## src/pbl_pkg.sv

```systemverilog
// pbl_pkg: constants, register map and types for the power state / led controller
// assumes a 250 MHz aclk and a 32-bit axi4-lite register bus
package pbl_pkg;

  // clock and timing
  localparam int unsigned CLK_MHZ          = 250;
  localparam int unsigned DEBOUNCE_MS      = 20;
  localparam int unsigned DEBOUNCE_CYC     = DEBOUNCE_MS * 1000 * CLK_MHZ;
  localparam int unsigned BLINK_PERIOD_MS  = 2000;
  localparam int unsigned BLINK_PERIOD_CYC = BLINK_PERIOD_MS * 1000 * CLK_MHZ;
  localparam int unsigned BLINK_ON_MS      = 20;
  localparam int unsigned BLINK_ON_CYC     = BLINK_ON_MS * 1000 * CLK_MHZ;
  localparam int unsigned ACT_HOLD_MS      = 30;
  localparam int unsigned ACT_HOLD_CYC     = ACT_HOLD_MS * 1000 * CLK_MHZ;
  localparam int unsigned CNT_W            = 32;

  // register byte offsets
  localparam logic [7:0] REG_CTRL     = 8'h00;
  localparam logic [7:0] REG_STATE    = 8'h04;
  localparam logic [7:0] REG_IRQ_STAT = 8'h08;
  localparam logic [7:0] REG_IRQ_CLR  = 8'h0C;
  localparam logic [7:0] REG_IRQ_EN   = 8'h10;
  localparam logic [7:0] REG_SLEEP    = 8'h14;

  // control register fields
  localparam int unsigned CTRL_TGT_LSB   = 0;   // [1:0] button target
  localparam int unsigned CTRL_ERR_EN    = 4;   // yellow led enable
  localparam int unsigned CTRL_ERR_ON    = 5;   // yellow led value
  localparam int unsigned CTRL_AUTO_ON   = 8;   // power-restore boot when no button
  localparam logic [31:0] CTRL_RESET     = 32'h0000_0102;

  // sleep request register: write code to request a state, write wake to return
  localparam logic [2:0] REQ_S1   = 3'h1;
  localparam logic [2:0] REQ_S3   = 3'h3;
  localparam logic [2:0] REQ_S4   = 3'h4;
  localparam logic [2:0] REQ_S5   = 3'h5;
  localparam logic [2:0] REQ_WAKE = 3'h7;
  localparam int unsigned SLP_SAVED = 4;  // software says memory image saved

  // button target encodings
  localparam logic [1:0] TGT_S3 = 2'h0;
  localparam logic [1:0] TGT_S4 = 2'h1;
  localparam logic [1:0] TGT_S5 = 2'h2;

  // interrupt bits
  localparam int unsigned IRQ_W     = 4;
  localparam int unsigned IRQ_PRESS = 0;
  localparam int unsigned IRQ_STCHG = 1;
  localparam int unsigned IRQ_BOOT  = 2;
  localparam int unsigned IRQ_SAVEQ = 3;

  localparam logic [1:0] RESP_OKAY   = 2'h0;
  localparam logic [1:0] RESP_SLVERR = 2'h2;

  typedef enum logic [2:0] {
    PBL_S0      = 3'b000,
    PBL_S1      = 3'b001,
    PBL_S3      = 3'b011,
    PBL_S4_SAVE = 3'b010,
    PBL_S4      = 3'b100,
    PBL_S5      = 3'b101
  } pbl_state_t;

  // rail enables toward the power tree
  typedef struct packed {
    logic cpu_run;   // instruction execution allowed
    logic cpu_pwr;
    logic mem_pwr;
    logic dev_pwr;   // optional devices
    logic btn_pwr;   // standby rail for button logic
  } pbl_rails_t;

  typedef struct packed {
    logic blue;
    logic green;
    logic yellow;
    logic paddle;
  } pbl_leds_t;

endpackage : pbl_pkg

```

## src/pbl_ctrl.sv

```systemverilog
// pbl_ctrl: acpi-style power state machine with button, leds and axi4-lite registers
// assumes pwr_btn_n is active low with pull-up elsewhere, and supply_ok marks main supply
`timescale 1ns/1ps
`default_nettype none
module pbl_ctrl
  import pbl_pkg::*;
#(
  parameter int unsigned DEBOUNCE_CYCLES = DEBOUNCE_CYC,
  parameter int unsigned BLINK_PERIOD    = BLINK_PERIOD_CYC,
  parameter int unsigned BLINK_ON        = BLINK_ON_CYC,
  parameter int unsigned ACT_HOLD        = ACT_HOLD_CYC
) (
  input  wire  logic        aclk,
  input  wire  logic        aresetn,
  input  wire  logic [7:0]  s_axi_awaddr,
  input  wire  logic        s_axi_awvalid,
  output logic              s_axi_awready,
  input  wire  logic [31:0] s_axi_wdata,
  input  wire  logic [3:0]  s_axi_wstrb,
  input  wire  logic        s_axi_wvalid,
  output logic              s_axi_wready,
  output logic [1:0]        s_axi_bresp,
  output logic              s_axi_bvalid,
  input  wire  logic        s_axi_bready,
  input  wire  logic [7:0]  s_axi_araddr,
  input  wire  logic        s_axi_arvalid,
  output logic              s_axi_arready,
  output logic [31:0]       s_axi_rdata,
  output logic [1:0]        s_axi_rresp,
  output logic              s_axi_rvalid,
  input  wire  logic        s_axi_rready,
  input  wire  logic        pwr_btn_n,
  input  wire  logic        supply_ok,
  input  wire  logic        sata_act,
  input  wire  logic        msata_act,
  output pbl_rails_t        rails,
  output logic              cache_flush,
  output logic              reboot,
  output pbl_leds_t         leds,
  output logic              irq
);

  if (DEBOUNCE_CYCLES < 2 || BLINK_ON < 1 ||
      BLINK_PERIOD <= BLINK_ON || ACT_HOLD < 1) begin : g_bad_timing
    $error("pbl_ctrl: bad timing parameters");
  end

  // button synchroniser, debouncer, supply edge state
  logic             btn_m, btn_s, btn_db, next_btn_db;
  logic [CNT_W-1:0] db_cnt, next_db_cnt;
  logic             press;
  logic             sup_m, sup_s, sup_d;
  logic             supply_rise;

  // power state
  pbl_state_t       state, next_state;
  logic             next_cache_flush, next_reboot;
  logic             state_chg, boot_ev;

  // led timers
  logic [CNT_W-1:0] blink_cnt, next_blink_cnt;
  logic [CNT_W-1:0] act_cnt, next_act_cnt;
  pbl_leds_t        next_leds;

  // registers
  logic [31:0]      ctrl, next_ctrl;
  logic [IRQ_W-1:0] irq_stat, next_irq_stat, irq_en, next_irq_en, irq_ev;
  logic             req_valid;
  logic [2:0]       req_code;
  logic             req_saved;

  // axi bookkeeping
  logic             aw_have, next_aw_have, w_have, next_w_have;
  logic [7:0]       aw_addr, next_aw_addr;
  logic [31:0]      w_data, next_w_data;
  logic [3:0]       w_strb, next_w_strb;
  logic             next_bvalid, next_rvalid;
  logic [1:0]       next_bresp, next_rresp;
  logic [31:0]      next_rdata;
  logic             wr_fire;
  logic [31:0]      wr_val;

  // debounce: new level accepted only after it held for the full window
  always_comb begin
    next_btn_db = btn_db;
    next_db_cnt = '0;
    press       = 1'b0;
    if (btn_s != btn_db) begin
      next_db_cnt = db_cnt + 1'b1;
      if (db_cnt == CNT_W'(DEBOUNCE_CYCLES - 1)) begin
        next_btn_db = btn_s;
        next_db_cnt = '0;
        press       = btn_db; // high-to-low is the single press event
      end
    end
  end

  // first stage feeds only the second stage
  always_ff @(posedge aclk) begin
    if (!aresetn) begin
      btn_m  <= 1'b1;
      btn_s  <= 1'b1;
      btn_db <= 1'b1;
      db_cnt <= '0;
      sup_m  <= 1'b0;
      sup_s  <= 1'b0;
      sup_d  <= 1'b0;
    end else begin
      btn_m  <= pwr_btn_n;
      btn_s  <= btn_m;
      btn_db <= next_btn_db;
      db_cnt <= next_db_cnt;
      sup_m  <= supply_ok;
      sup_s  <= sup_m;
      sup_d  <= sup_s;
    end
  end

  assign supply_rise = sup_s && !sup_d;

  // power state machine; button wins over a software request in the same cycle, except in PBL_S4_SAVE, which ignores the button
  always_comb begin
    next_state       = state;
    next_cache_flush = 1'b0;
    next_reboot      = 1'b0;
    case (state)
      PBL_S0: begin
        if (press) begin
          case (ctrl[CTRL_TGT_LSB +: 2])
            TGT_S3:  next_state = PBL_S3;
            TGT_S4:  next_state = PBL_S4_SAVE;
            default: next_state = PBL_S5;
          endcase
        end else if (req_valid) begin
          case (req_code)
            REQ_S1:  next_state = PBL_S1;
            REQ_S3:  next_state = PBL_S3;
            REQ_S4:  next_state = PBL_S4_SAVE;
            REQ_S5:  next_state = PBL_S5;
            default: next_state = PBL_S0;
          endcase
        end
        next_cache_flush = (next_state != PBL_S0);
      end
      // memory stays up until software confirms the image is on disk
      PBL_S4_SAVE: begin
        if (req_valid && req_saved) next_state = PBL_S4;
      end
      PBL_S1, PBL_S3, PBL_S4: begin
        if (press || (req_valid && req_code == REQ_WAKE)) next_state = PBL_S0;
      end
      PBL_S5: begin
        if (press || (supply_rise && ctrl[CTRL_AUTO_ON])) begin
          next_state  = PBL_S0;
          next_reboot = 1'b1;
        end
      end
      default: next_state = PBL_S5;
    endcase
  end

  assign state_chg = (next_state != state);
  assign boot_ev   = next_reboot;

  // rails follow the state directly
  always_comb begin
    rails.btn_pwr = 1'b1;
    rails.cpu_pwr = (state == PBL_S0) || (state == PBL_S1) || (state == PBL_S4_SAVE);
    rails.cpu_run = (state == PBL_S0) || (state == PBL_S4_SAVE);
    rails.mem_pwr = (state == PBL_S0) || (state == PBL_S1) ||
                    (state == PBL_S3) || (state == PBL_S4_SAVE);
    rails.dev_pwr = (state == PBL_S0) || (state == PBL_S4_SAVE);
  end

  // led logic; blink counter only matters in sleep so it free-runs
  always_comb begin
    next_blink_cnt = (blink_cnt == CNT_W'(BLINK_PERIOD - 1)) ? '0 : blink_cnt + 1'b1;
    next_act_cnt   = (act_cnt != '0) ? act_cnt - 1'b1 : '0;
    if (sata_act || msata_act) next_act_cnt = CNT_W'(ACT_HOLD); // stretch short bursts
    next_leds.blue   = (next_act_cnt != '0);
    case (state)
      PBL_S0:                      next_leds.green = 1'b1;
      PBL_S1, PBL_S3, PBL_S4:      next_leds.green = (blink_cnt < CNT_W'(BLINK_ON));
      default:                     next_leds.green = 1'b0;
    endcase
    next_leds.yellow = ctrl[CTRL_ERR_EN] && ctrl[CTRL_ERR_ON];
    next_leds.paddle = (state == PBL_S0);
  end

  // axi write path: address and data taken in any order, response after both
  assign s_axi_awready = !aw_have && !s_axi_bvalid;
  assign s_axi_wready  = !w_have && !s_axi_bvalid;
  assign s_axi_arready = !s_axi_rvalid;
  assign wr_fire       = aw_have && w_have && !s_axi_bvalid;

  // byte-lane merge of the incoming write onto control register contents
  always_comb begin
    for (int b = 0; b < 4; b++) begin
      wr_val[b*8 +: 8] = w_strb[b] ? w_data[b*8 +: 8] : ctrl[b*8 +: 8];
    end
  end

  always_comb begin
    next_aw_have = aw_have;
    next_aw_addr = aw_addr;
    next_w_have  = w_have;
    next_w_data  = w_data;
    next_w_strb  = w_strb;
    next_bvalid  = s_axi_bvalid && !s_axi_bready;
    next_bresp   = s_axi_bresp;
    next_ctrl    = ctrl;
    next_irq_en  = irq_en;
    req_valid    = 1'b0;
    req_code     = w_data[2:0];
    req_saved    = w_data[SLP_SAVED];
    if (s_axi_awvalid && s_axi_awready) begin
      next_aw_have = 1'b1;
      next_aw_addr = s_axi_awaddr;
    end
    if (s_axi_wvalid && s_axi_wready) begin
      next_w_have = 1'b1;
      next_w_data = s_axi_wdata;
      next_w_strb = s_axi_wstrb;
    end
    if (wr_fire) begin
      next_aw_have = 1'b0;
      next_w_have  = 1'b0;
      next_bvalid  = 1'b1;
      next_bresp   = RESP_OKAY;
      case (aw_addr)
        REG_CTRL:    next_ctrl   = wr_val;
        REG_IRQ_EN:  next_irq_en = w_data[IRQ_W-1:0];
        REG_SLEEP:   req_valid   = w_strb[0];
        REG_IRQ_CLR, REG_STATE, REG_IRQ_STAT: ;
        default:     next_bresp  = RESP_SLVERR;
      endcase
    end
  end

  // sticky events; a set in the clear cycle survives
  always_comb begin
    irq_ev            = '0;
    irq_ev[IRQ_PRESS] = press;
    irq_ev[IRQ_STCHG] = state_chg;
    irq_ev[IRQ_BOOT]  = boot_ev;
    irq_ev[IRQ_SAVEQ] = state_chg && (next_state == PBL_S4_SAVE);
    next_irq_stat = irq_stat;
    if (wr_fire && aw_addr == REG_IRQ_CLR) next_irq_stat = irq_stat & ~w_data[IRQ_W-1:0];
    next_irq_stat = next_irq_stat | irq_ev;
  end

  // axi read path, answered one cycle after the address is taken
  always_comb begin
    next_rvalid = s_axi_rvalid && !s_axi_rready;
    next_rdata  = s_axi_rdata;
    next_rresp  = s_axi_rresp;
    if (s_axi_arvalid && s_axi_arready) begin
      next_rvalid = 1'b1;
      next_rresp  = RESP_OKAY;
      case (s_axi_araddr)
        REG_CTRL:     next_rdata = ctrl;
        REG_STATE:    next_rdata = {29'h0, state};
        REG_IRQ_STAT: next_rdata = {{(32-IRQ_W){1'b0}}, irq_stat};
        REG_IRQ_EN:   next_rdata = {{(32-IRQ_W){1'b0}}, irq_en};
        REG_IRQ_CLR, REG_SLEEP: next_rdata = 32'h0000_0000;
        default: begin
          next_rdata = 32'h0000_0000;
          next_rresp = RESP_SLVERR;
        end
      endcase
    end
  end

  // register everything; power-on comes up in soft-off awaiting the button or, with CTRL_AUTO_ON set, a supply rise
  always_ff @(posedge aclk) begin
    if (!aresetn) begin
      state        <= PBL_S5;
      cache_flush  <= 1'b0;
      reboot       <= 1'b0;
      blink_cnt    <= '0;
      act_cnt      <= '0;
      leds         <= '0;
      ctrl         <= CTRL_RESET;
      irq_stat     <= '0;
      irq_en       <= '0;
      aw_have      <= 1'b0;
      aw_addr      <= '0;
      w_have       <= 1'b0;
      w_data       <= '0;
      w_strb       <= '0;
      s_axi_bvalid <= 1'b0;
      s_axi_bresp  <= RESP_OKAY;
      s_axi_rvalid <= 1'b0;
      s_axi_rdata  <= '0;
      s_axi_rresp  <= RESP_OKAY;
      irq          <= 1'b0;
    end else begin
      state        <= next_state;
      cache_flush  <= next_cache_flush;
      reboot       <= next_reboot;
      blink_cnt    <= next_blink_cnt;
      act_cnt      <= next_act_cnt;
      leds         <= next_leds;
      ctrl         <= next_ctrl;
      irq_stat     <= next_irq_stat;
      irq_en       <= next_irq_en;
      aw_have      <= next_aw_have;
      aw_addr      <= next_aw_addr;
      w_have       <= next_w_have;
      w_data       <= next_w_data;
      w_strb       <= next_w_strb;
      s_axi_bvalid <= next_bvalid;
      s_axi_bresp  <= next_bresp;
      s_axi_rvalid <= next_rvalid;
      s_axi_rdata  <= next_rdata;
      s_axi_rresp  <= next_rresp;
      irq          <= |(next_irq_stat & next_irq_en);
    end
  end

endmodule : pbl_ctrl
`default_nettype wire

```

## config.mk

```make
export PLATFORM = sky130hd
export DESIGN_NAME = pbl_ctrl
export DESIGN_NICKNAME = d
export VERILOG_FILES = /design/src/pbl_pkg.sv /design/src/pbl_ctrl.sv
export SDC_FILE = /design/constraint.sdc
export NUM_CORES = 1
export LEC_CHECK = 0
export BUFFER_PORTS_ARGS = -buffer_cell sky130_fd_sc_hd__buf_4
export CORE_UTILIZATION = 35
export DETAILED_ROUTE_END_ITERATION = 6
export PLACE_DENSITY_LB_ADDON = 0.12
export SYNTH_ARGS = -nofsm -noshare
export SYNTH_HDL_FRONTEND = slang
export SYNTH_SLANG_ARGS = --single-unit
```

## constraint.sdc

```tcl
create_clock -name aclk -period 3.33 [get_ports aclk]
set_clock_uncertainty 0.2 [all_clocks]
set_input_delay 0.999 -clock aclk [delete_from_list [all_inputs] [get_ports aclk]]
set_output_delay 0.999 -clock aclk [all_outputs]
set_load 0.02 [all_outputs]
```

== Yosys cells after proc, flatten, opt, wreduce, memory -nomap -nowiden ==
Index checks and enable logic that the tools add are counted.
W data, S select, Z words.

* Register bits: 236
* Output and inout port bits: 53
* Bits of input ports: 63
* Word-level logic and storage cells: 146

* Bitwise gates (word level): 6
* Equal/unequal tests: 26
* Order comparisons: 1
* Mux-type cells: 26
* Reduce and logical (&&, ||, !) cells: 51
* Add/sub/neg operators: 3

{| class="wikitable"
|+ Operators with widths
! operator !! count
|-
| $pmux W32 S4 || 1
|-
| $add A32 B1 Y32 const B || 2
|-
| $mux W32 || 2
|-
| $reduce_bool A32 Y1 || 2
|-
| $eq A32 B23 Y1 const B || 1
|-
| $eq A32 B29 Y1 const B || 1
|-
| $eq A8 B4 Y1 const B || 4
|-
| $eq A8 B5 Y1 const B || 4
|-
| $lt A32 B23 Y1 const B || 1
|-
| $sub A32 B1 Y32 const B || 1
|-
| $pmux W3 S4 || 2
|-
| $mux W3 || 6
|-
| $eq A8 B3 Y1 const B || 2
|-
| $logic_and A1 B1 Y1 || 16
|-
| $logic_not A8 Y1 || 2
|-
| $eq A3 B3 Y1 const B || 5
|-
| $eq A3 B2 Y1 const B || 4
|-
| $mux W4 || 3
|-
| $reduce_and A3 Y1 || 4
|-
| $reduce_or A6 Y1 || 2
|-
| $and A4 B4 Y4 || 2
|-
| $logic_or A1 B1 Y1 || 8
|-
| $mux W1 || 8
|-
| $logic_not A1 Y1 || 7
|-
| 17 further kinds || 23
|}

== Logic depth before layout (Yosys ltp) ==
Gate-level depths: netlist of the first run.

* Depth in word-level cells: 12
* Depth in mapped cells: 10
* Gate-level depth less buffers: 9

== Worst setup path before layout of the first run ==
Ideal clock, no wire load.

* Path kind: input to register
* Start: input s_axi_araddr[0]
* End: register s_axi_rdata[21]
* Data arrival time: 2,570 ps
* Library setup time: 65 ps
* Slack: 495 ps
* Required time: 3,065 ps
* Stages on the path: 7
* Buffers on the path: 2
* Cells stage by stage: or4_1 nor2_1 and4b_1 clkbuf_1 buf_1 a22oi_1 nor2_1

* Longest elaborated chain between the ends: 2
* Elaborated cells on any way between the ends: 5
* Those cells by class: eq/ne: 3; mux: 1; reduce/logical: 1

{| class="wikitable"
|+ RTL lines
! element !! RTL line !! RTL
|-
| from (decl) || pbl_ctrl.sv:25 || <nowiki>input wire logic [7:0] s_axi_araddr,</nowiki>
|-
| $eq A8 B5 Y1, or another cell as far along || pbl_ctrl.sv:260 || <nowiki>case (s_axi_araddr)</nowiki>
|-
| $pmux W32 S4 (*) || pbl_ctrl.sv:260 ||
|-
| to (signal assigned) || pbl_ctrl.sv:315 || <nowiki>s_axi_rdata <= next_rdata;</nowiki>
|-
| to (decl) || pbl_ctrl.sv:28 || <nowiki>output logic [31:0] s_axi_rdata,</nowiki>
|}

Mark *: on every way between the ends. The rest lies on a longest branch, timed or not.
A chain may end at the register's enable or synchronous reset.

== Final worst setup path of the first run ==
* Start: register db_cnt[11]
* End: register irq

* Longest elaborated chain between the ends: 11
* Elaborated cells on any way between the ends: 18
* Those cells by class: eq/ne: 3; mux: 9; bitwise: 2; reduce/logical: 4

{| class="wikitable"
|+ RTL lines
! element !! RTL line !! RTL
|-
| from (decl) || pbl_ctrl.sv:50 || <nowiki>logic [CNT_W-1:0] db_cnt, next_db_cnt;</nowiki>
|-
| from (signal assigned) || pbl_ctrl.sv:112 || <nowiki>db_cnt <= next_db_cnt;</nowiki>
|-
| $eq A32 B23 Y1 (*) || pbl_ctrl.sv:90 || <nowiki>if (db_cnt == CNT_W'(DEBOUNCE_CYCLES - 1)) begin</nowiki>
|-
| $mux W1 (*) || pbl_ctrl.sv:90 ||
|-
| $mux W1 (*) || pbl_ctrl.sv:88 || <nowiki>if (btn_s != btn_db) begin</nowiki>
|-
| $mux W3, or another cell as far along || pbl_ctrl.sv:128 || <nowiki>if (press) begin</nowiki>
|-
| $mux W3, on equally long branches || pbl_ctrl.sv:126, pbl_ctrl.sv:150, pbl_ctrl.sv:153 ||
|-
| $pmux W3 S4 || pbl_ctrl.sv:126 || <nowiki>case (state)</nowiki>
|-
| $ne A3 B3 Y1 / $eq A3 B2 Y1 (equally long branches) || pbl_ctrl.sv:162, pbl_ctrl.sv:246 ||
|-
| $logic_and A1 B1 Y1 || pbl_ctrl.sv:246 || <nowiki>irq_ev[IRQ_SAVEQ] = state_chg && (next_state == PBL_S4_SAVE);</nowiki>
|-
| $or A4 B4 Y4 (*) || pbl_ctrl.sv:249 || <nowiki>next_irq_stat = next_irq_stat | irq_ev;</nowiki>
|-
| $and A4 B4 Y4 (*) || pbl_ctrl.sv:317 || <nowiki>irq <= |(next_irq_stat & next_irq_en);</nowiki>
|-
| $reduce_or A4 Y1 (*) || pbl_ctrl.sv:317 ||
|-
| to (signal assigned) || pbl_ctrl.sv:317 ||
|-
| to (decl) || pbl_ctrl.sv:40 || <nowiki>output logic irq</nowiki>
|}

Mark *: on every way between the ends. The rest lies on a longest branch, timed or not. The select of a mux whose other input is x is not followed.

==> qor.yml, run 1 <==
status:
  status: "completed"
synth:
  syn_area_mm2: 0.0100
  ys_seq_area_share_pct: 46.7
  synthFlopType: "dfxtp_1"
  ys_warn_count: 0
  synth_edf_count: 0
  synth_cells: 1173
  async_reset_ff_share_pct: 0
  ys_ff_latch: 234
  syn_avg_cell_area_um2: 8.54
  yosysUniqueCellTypes: 71
clock_network:
  cts-root-buf: "clkbuf_16"
  cts-htree-levels: 1
  clk_path_buf_depth: 3
  hold_buffers: 0
  clk_pin_slew_ps: 60
  cts_resized: 0
  cts_sinks: 234
  cts_tree: "yes"
  clk_latency_ps: 540
  post-cts-setup-buffers: 0
  cts-buffers-inserted: 26
critical_path:
  crit_chain: "nor4b_1 -> nand4_1 -> nor3_2 -> mux2i_1 -> o221ai_1 -> nor4_1 -> a21oi_1"
  r2r_slack_ps: 280
  required_ps: 3510
  crit_arrival_ps: 3230
  criticalPathCategory: "reg -> reg"
  worst-path-buf-inv: 0
  start_kind: "register"
  critical_path.max_stage_delay_ps: 530
  cp_slowest_cell: "nor4_1"
  cp-end-kind: "register"
  crit_fanout: 6
  path_delay_family: "simple AND/OR/NAND/NOR gates"
layout:
  layout-drive-gt1-share_pct: 15.5
  final_cell_area_mm2: 0.0120
  syn_to_final_growth_pct: 20.1
  multiInputGateArea_mm2: 0.00495
  fillerInstances: 2890
  regArea_mm2: 0.00468
  antenna_cells: 0
  final_nets: 1337
floorplanning:
  ios: 116
  fp.dieH_um: 171
  core_mm2: 0.0280
  die_w_um: 171
  initial_core_util_pct: 35.8
  die-area_mm2: 0.0293
  row_count: 61
power:
  leakage_nw: 4.71
  seqPwrFrac_pct: 47.4
  p_clk_share_pct: 44.2
  p_int_mw: 4.70
  p_sw_share_pct: 24.5
  peakVddDrop_uv: 352
  comb_power_share_pct: 8.4
  power.density_mw_per_mm2: 517
  p_switching_mw: 1.53
timing:
  drv_slew: 0
  min_period_ps: 3050
  worst_slew_pin_slew_ps: 855
  rsz0062_at_grt: "false"
  max_freq_ghz: 0.328
  whs_ps: 216
  fin_crit_sh_pct: 91.5
  slew-limit-headroom_pct: 42.4
  setup_viol: 0
  finalHoldViolCount: 0
  setup_tns_ps: 0
grt:
  grt_max_degree: 77
  grt_usage_pct: 17.2
  grt_pass1_vias: 7728
  gr-total-overflow: 0
  antenna_found_initial: 0
  grt_pass1_wl_um: 40500
drt:
  routed_wl_um: 25000
  drtIter0Drc: 401
  drc: 0
  wire_per_inst_um: 15.0
  via_count: 8183
  dr.pass1.iters: 5
  ant_nets: 0
  viasPerCell: 4.91
hold_path:
  hp-class: "reg -> reg"
place:
  place_congestion: 0.800
  port_buffers: 112
  hpwl_um: 17000
  placed_area_mm2: 0.0112
flow_run:
  maxCapViolCount: 0
## synthesized netlist by cell type, types with 6 or more instances
cell      instances  share of area (%)
nand4_1          18                1.1
or3_1             7               0.44
a22oi_1          30                2.2
nand2_1         151                5.7
and3_1           14               0.87
nor3_1           21                1.0
nor4_1           22                1.4
nor2_1          202                7.6
and2_1           13               0.81
clkbuf_1         48                1.8
nor4b_1           6               0.52
xnor2_1          45                3.9
inv_1            17               0.64
xor2_1           39                3.4
dfxtp_1         234                 47
nand2b_1         10               0.62
nand3_1          48                2.4
o21ai_0          14               0.70
nor2b_1           6               0.37
mux2i_1          43                4.3
a21oi_1          77                3.8
## cell type report
class / instances / share of cell area [%]
Multi-Input combinational cell: 857 / 41.1
Timing Repair Buffer: 134 / 8.57
Sequential cell: 234 / 38.9
Tap cell: 378 / 3.93
Inverter: 17 / 0.551
Clock inverter: 8 / 0.426
Clock buffer: 39 / 6.48
## power by group through the flow
| stage | combinational [mW] | sequential, mW | clock [mW] |
|---|---|---|---|
| finish | 0.522 | 2.95 | 2.75 |
| floorplan | 0.356 | 2.98 | 0 |
| CTS | 0.530 | 2.95 | 2.85 |
| global route | 0.579 | 2.96 | 2.97 |
| global placement | 0.530 | 3.01 | 0 |
| detailed placement | 0.529 | 3.01 | 0 |
## kinds of logic after synthesis
kind of cell	count (synthesis)	synth area share (%)
AOI/OAI and AO/OA	165	10.4
xor gates and xnor gates	85	7.50
adders and majority gates	4	0.499
buffers and inverters	83	3.94
DFF	234	46.7
muxes	45	4.52
other	2	0.0749
and+or+nand+nor	555	26.3
## layer usage
metal,track usage (%),vias to the layer above,share of wire [%]
li1,-,4227,-
met1,23.3,3785,49
met2,27.6,137,45
met3,3.08,34,3.8
met4,5.20,0,2.6
met5,0,-,0
## path summary, 6_finish.rpt
kind / start / end / depth (start not counted)
worst min register to register: btn_m / btn_s / 1
worst max-delay path: db_cnt[11] / irq / 7
worst min-delay path: btn_m / btn_s / 1
worst max register to register: db_cnt[11] / irq / 7
## sequential cells by signal, indices dropped and copies added, names as in the netlist, 3 cells and up
signal and flops:
act_cnt 32, blink_cnt 32, ctrl 32, db_cnt 32, s_axi_rdata 32, w_data 32
aw_addr 8, irq_en 4, irq_stat 4, leds 4, w_strb 4, state 3
## metrics by stage
stage / total power [mW] / instances / setup WS (ps) / util, %
floorplan: 3.34 / 1174 / 495 / -
global route: 6.51 / 1667 / 76.0 / 43.0
global placement: 3.54 / 1620 / 440 / 40.0
detailed placement: 3.54 / 1620 / 372 / 40.0
finish: 6.23 / 1667 / 284 / 43.0
CTS: 6.33 / 1667 / 366 / 43.0
## cell usage in the layout (no fill, tap or decap), drive strengths merged, types with 3 or more instances in the layout
cell | synthesis | routed
a211oi | 3 | 3
a21oi | 78 | 78
a22oi | 30 | 30
a2bb2oi | 3 | 3
a31oi | 4 | 4
and2 | 13 | 13
and3 | 14 | 14
and4 | 5 | 5
buf | 14 | 134
clkbuf | 52 | 39
clkinv | 0 | 8
conb | 2 | 3
dfxtp | 234 | 234
ha | 4 | 4
inv | 17 | 17
mux2i | 43 | 43
nand2 | 151 | 151
nand2b | 10 | 10
nand3 | 49 | 49
nand3b | 4 | 4
nand4 | 18 | 18
nor2 | 202 | 202
nor2b | 6 | 6
nor3 | 26 | 26
nor4 | 24 | 24
nor4b | 6 | 6
o211ai | 3 | 3
o21ai | 16 | 16
o31ai | 4 | 4
o41ai | 5 | 5
or3 | 7 | 7
or4 | 9 | 9
xnor2 | 46 | 46
xor2 | 39 | 39
No activity file was read; power rests on OpenSTA's default activity.
==> run 2, diff against run 1 <==
Settings changed: BUFFER_PORTS_ARGS -buffer_cell sky130_fd_sc_hd__buf_4 to not set, DONT_BUFFER_PORTS set to 1.
==> qor.yml, run 2 (synthesis gave the netlist of run 1 again) <==
timing:
  max_freq_ghz: 0.339  # +3.3%
  slew-limit-headroom_pct: 50.3  # +7.8 points
  min_period_ps: 2950  # -96.3 ps
  fin_crit_sh_pct: 88.6  # -2.9 points
  setup_tns_ps: 0  # unchanged
  finalHoldViolCount: 0  # unchanged
  drv_slew: 0  # unchanged
  setup_viol: 0  # unchanged
  worst_slew_pin_slew_ps: 735  # -120 ps
  rsz0062_at_grt: "false"
hold_path:
  whs_endpoint: "btn_s"
  holdPathStages: 1  # unchanged
  hp-class: "reg -> reg"
  hp-start: "btn_m"
floorplanning:
  initial_core_util_pct: 35.8  # unchanged
  row_count: 61  # unchanged
  ios: 116  # unchanged
  die_w_um: 171  # unchanged
  core_mm2: 0.0280  # unchanged
  die-area_mm2: 0.0293  # unchanged
  fp.dieH_um: 171  # unchanged
critical_path:
  required_ps: 3530  # +20 ps
  r2r_cells: 9  # +2
  cp_slowest_cell: "nor3b_1"
  cp-end-kind: "register"
  criticalPathCategory: "reg -> reg"
  worst-path-buf-inv: 1  # +1
  crit_chain: "inv_1 -> ha_1 -> nor3b_1 -> nand4_1 -> nor3_1 -> xnor2_1 -> nand3_1 -> o41ai_1 -> a31oi_1"
  r2r_start: "act_cnt[0]"
  r2r_slack_ps: 380  # +100 ps
  critical_path.max_stage_delay_ps: 610  # +80 ps
  path_delay_family: "simple AND/OR/NAND/NOR gates"
  crit_fanout: 7  # +1
  start_kind: "register"
  crit_arrival_ps: 3150  # -80 ps
  r2r_end: "leds[3]"
flow_run:
  maxCapViolCount: 0  # unchanged
clock_network:
  clk_path_buf_depth: 3  # unchanged
  cts_tree: "yes"
  cts_resized: 0  # unchanged
  clk_latency_ps: 540  # about the same
  hold_buffers: 0  # unchanged
  cts_sinks: 234  # unchanged
  cts-htree-levels: 1  # unchanged
  cts-root-buf: "clkbuf_16"
  clk_pin_slew_ps: 70  # about the same
  post-cts-setup-buffers: 0  # unchanged
  cts-buffers-inserted: 27  # +3.8%
grt:
  grt_pass1_wl_um: 39900  # -1.6%
  grt_pass1_vias: 7414  # -4.1%
  gr-total-overflow: 0  # unchanged
  antenna_found_initial: 0  # unchanged
  grt_max_degree: 89  # +16%
  grt_usage_pct: 16.8  # -0.35 points
layout:
  layout-drive-gt1-share_pct: 8.04  # -7.5 points
  syn_to_final_growth_pct: 13.3
  antenna_cells: 0  # unchanged
  final_common_cell: "dfxtp_1"
  final_cell_mix: "dfxtp_1 (234), nor2_1 (202), nand2_1 (151)"
  final_nets: 1228  # -8.2%
  fin_cells: 1560  # -6.4%
drt:
  dr.pass1.iters: 4  # -1
  routed_wl_um: 24600  # -1.7%
  wire_per_inst_um: 15.8  # +5.1%
  via_count: 7888  # -3.6%
  drc: 0  # unchanged
  viasPerCell: 5.06  # +3.0%
  ant_nets: 0  # unchanged
  drtIter0Drc: 463  # +15%
place:
  placed_cells: 1510  # -6.8%
  place_congestion: 0.798  # -0.29%
  port_buffers: 0  # -100%
  hpwl_um: 16800  # -1.3%
power:
  peakVddDrop_uv: 274  # -22%
  leakage_nw: 4.22  # -10%
  power.density_mw_per_mm2: 580  # +12%
status:
  status: "completed"
run 2: power breakdown:
part           switching, mW  internal (mW)  total [mW]
registers             0.0774           2.88        2.95
clock network           1.19           2.02        3.21
logic                  0.276          0.152       0.428
total                   1.55           5.04        6.59
run 2: worst max-delay path by stage:
stage,end,slack [ps],cells past startpoint,startpoint
global route,leds[3],70,9,act_cnt[0]
global placement,irq,430,7,aw_addr[0]
CTS,leds[3],380,9,act_cnt[0]
finish,leds[3],380,9,act_cnt[0]
detailed placement,leds[3],380,9,act_cnt[0]
floorplan,s_axi_rdata[21],500,7,s_axi_araddr[0]
run 2: per-stage QoR:
stage          setup slack [ps]  total power [mW]  hold slack, ps  util (%)  area (um2)
2_1_floorplan               495              3.34             186         -       10000
3_3_place_gp                426              3.45             211      37.1       10400
3_5_place_dp                384              3.45             205      37.1       10400
4_1_cts                     378              6.68             229      40.6       11400
5_1_grt                    74.0              6.85             257      40.6       11400
6_report                    380              6.59             227      40.6       11400
run 2: area by class of cell:
| cell class | count | area [um2] |
|---|---|---|
| clock buffer | 40 | 825 |
| clock inverter | 10 | 156 |
| fill | 2877 | 16700 |
| inverter | 17 | 66.3 |
| multi-input combinational | 857 | 4950 |
| sequential | 234 | 4680 |
| tap | 378 | 473 |
| timing repair buffer | 24 | 205 |
run 2: per-layer routing:
metal	GRT usage [%]	wire length [um]	up-vias
met3	4.53	1650	39
met4	4.58	494	0
met2	26.2	10900	155
met5	0	0	-
met1	22.7	11600	3675
li1	-	-	4019
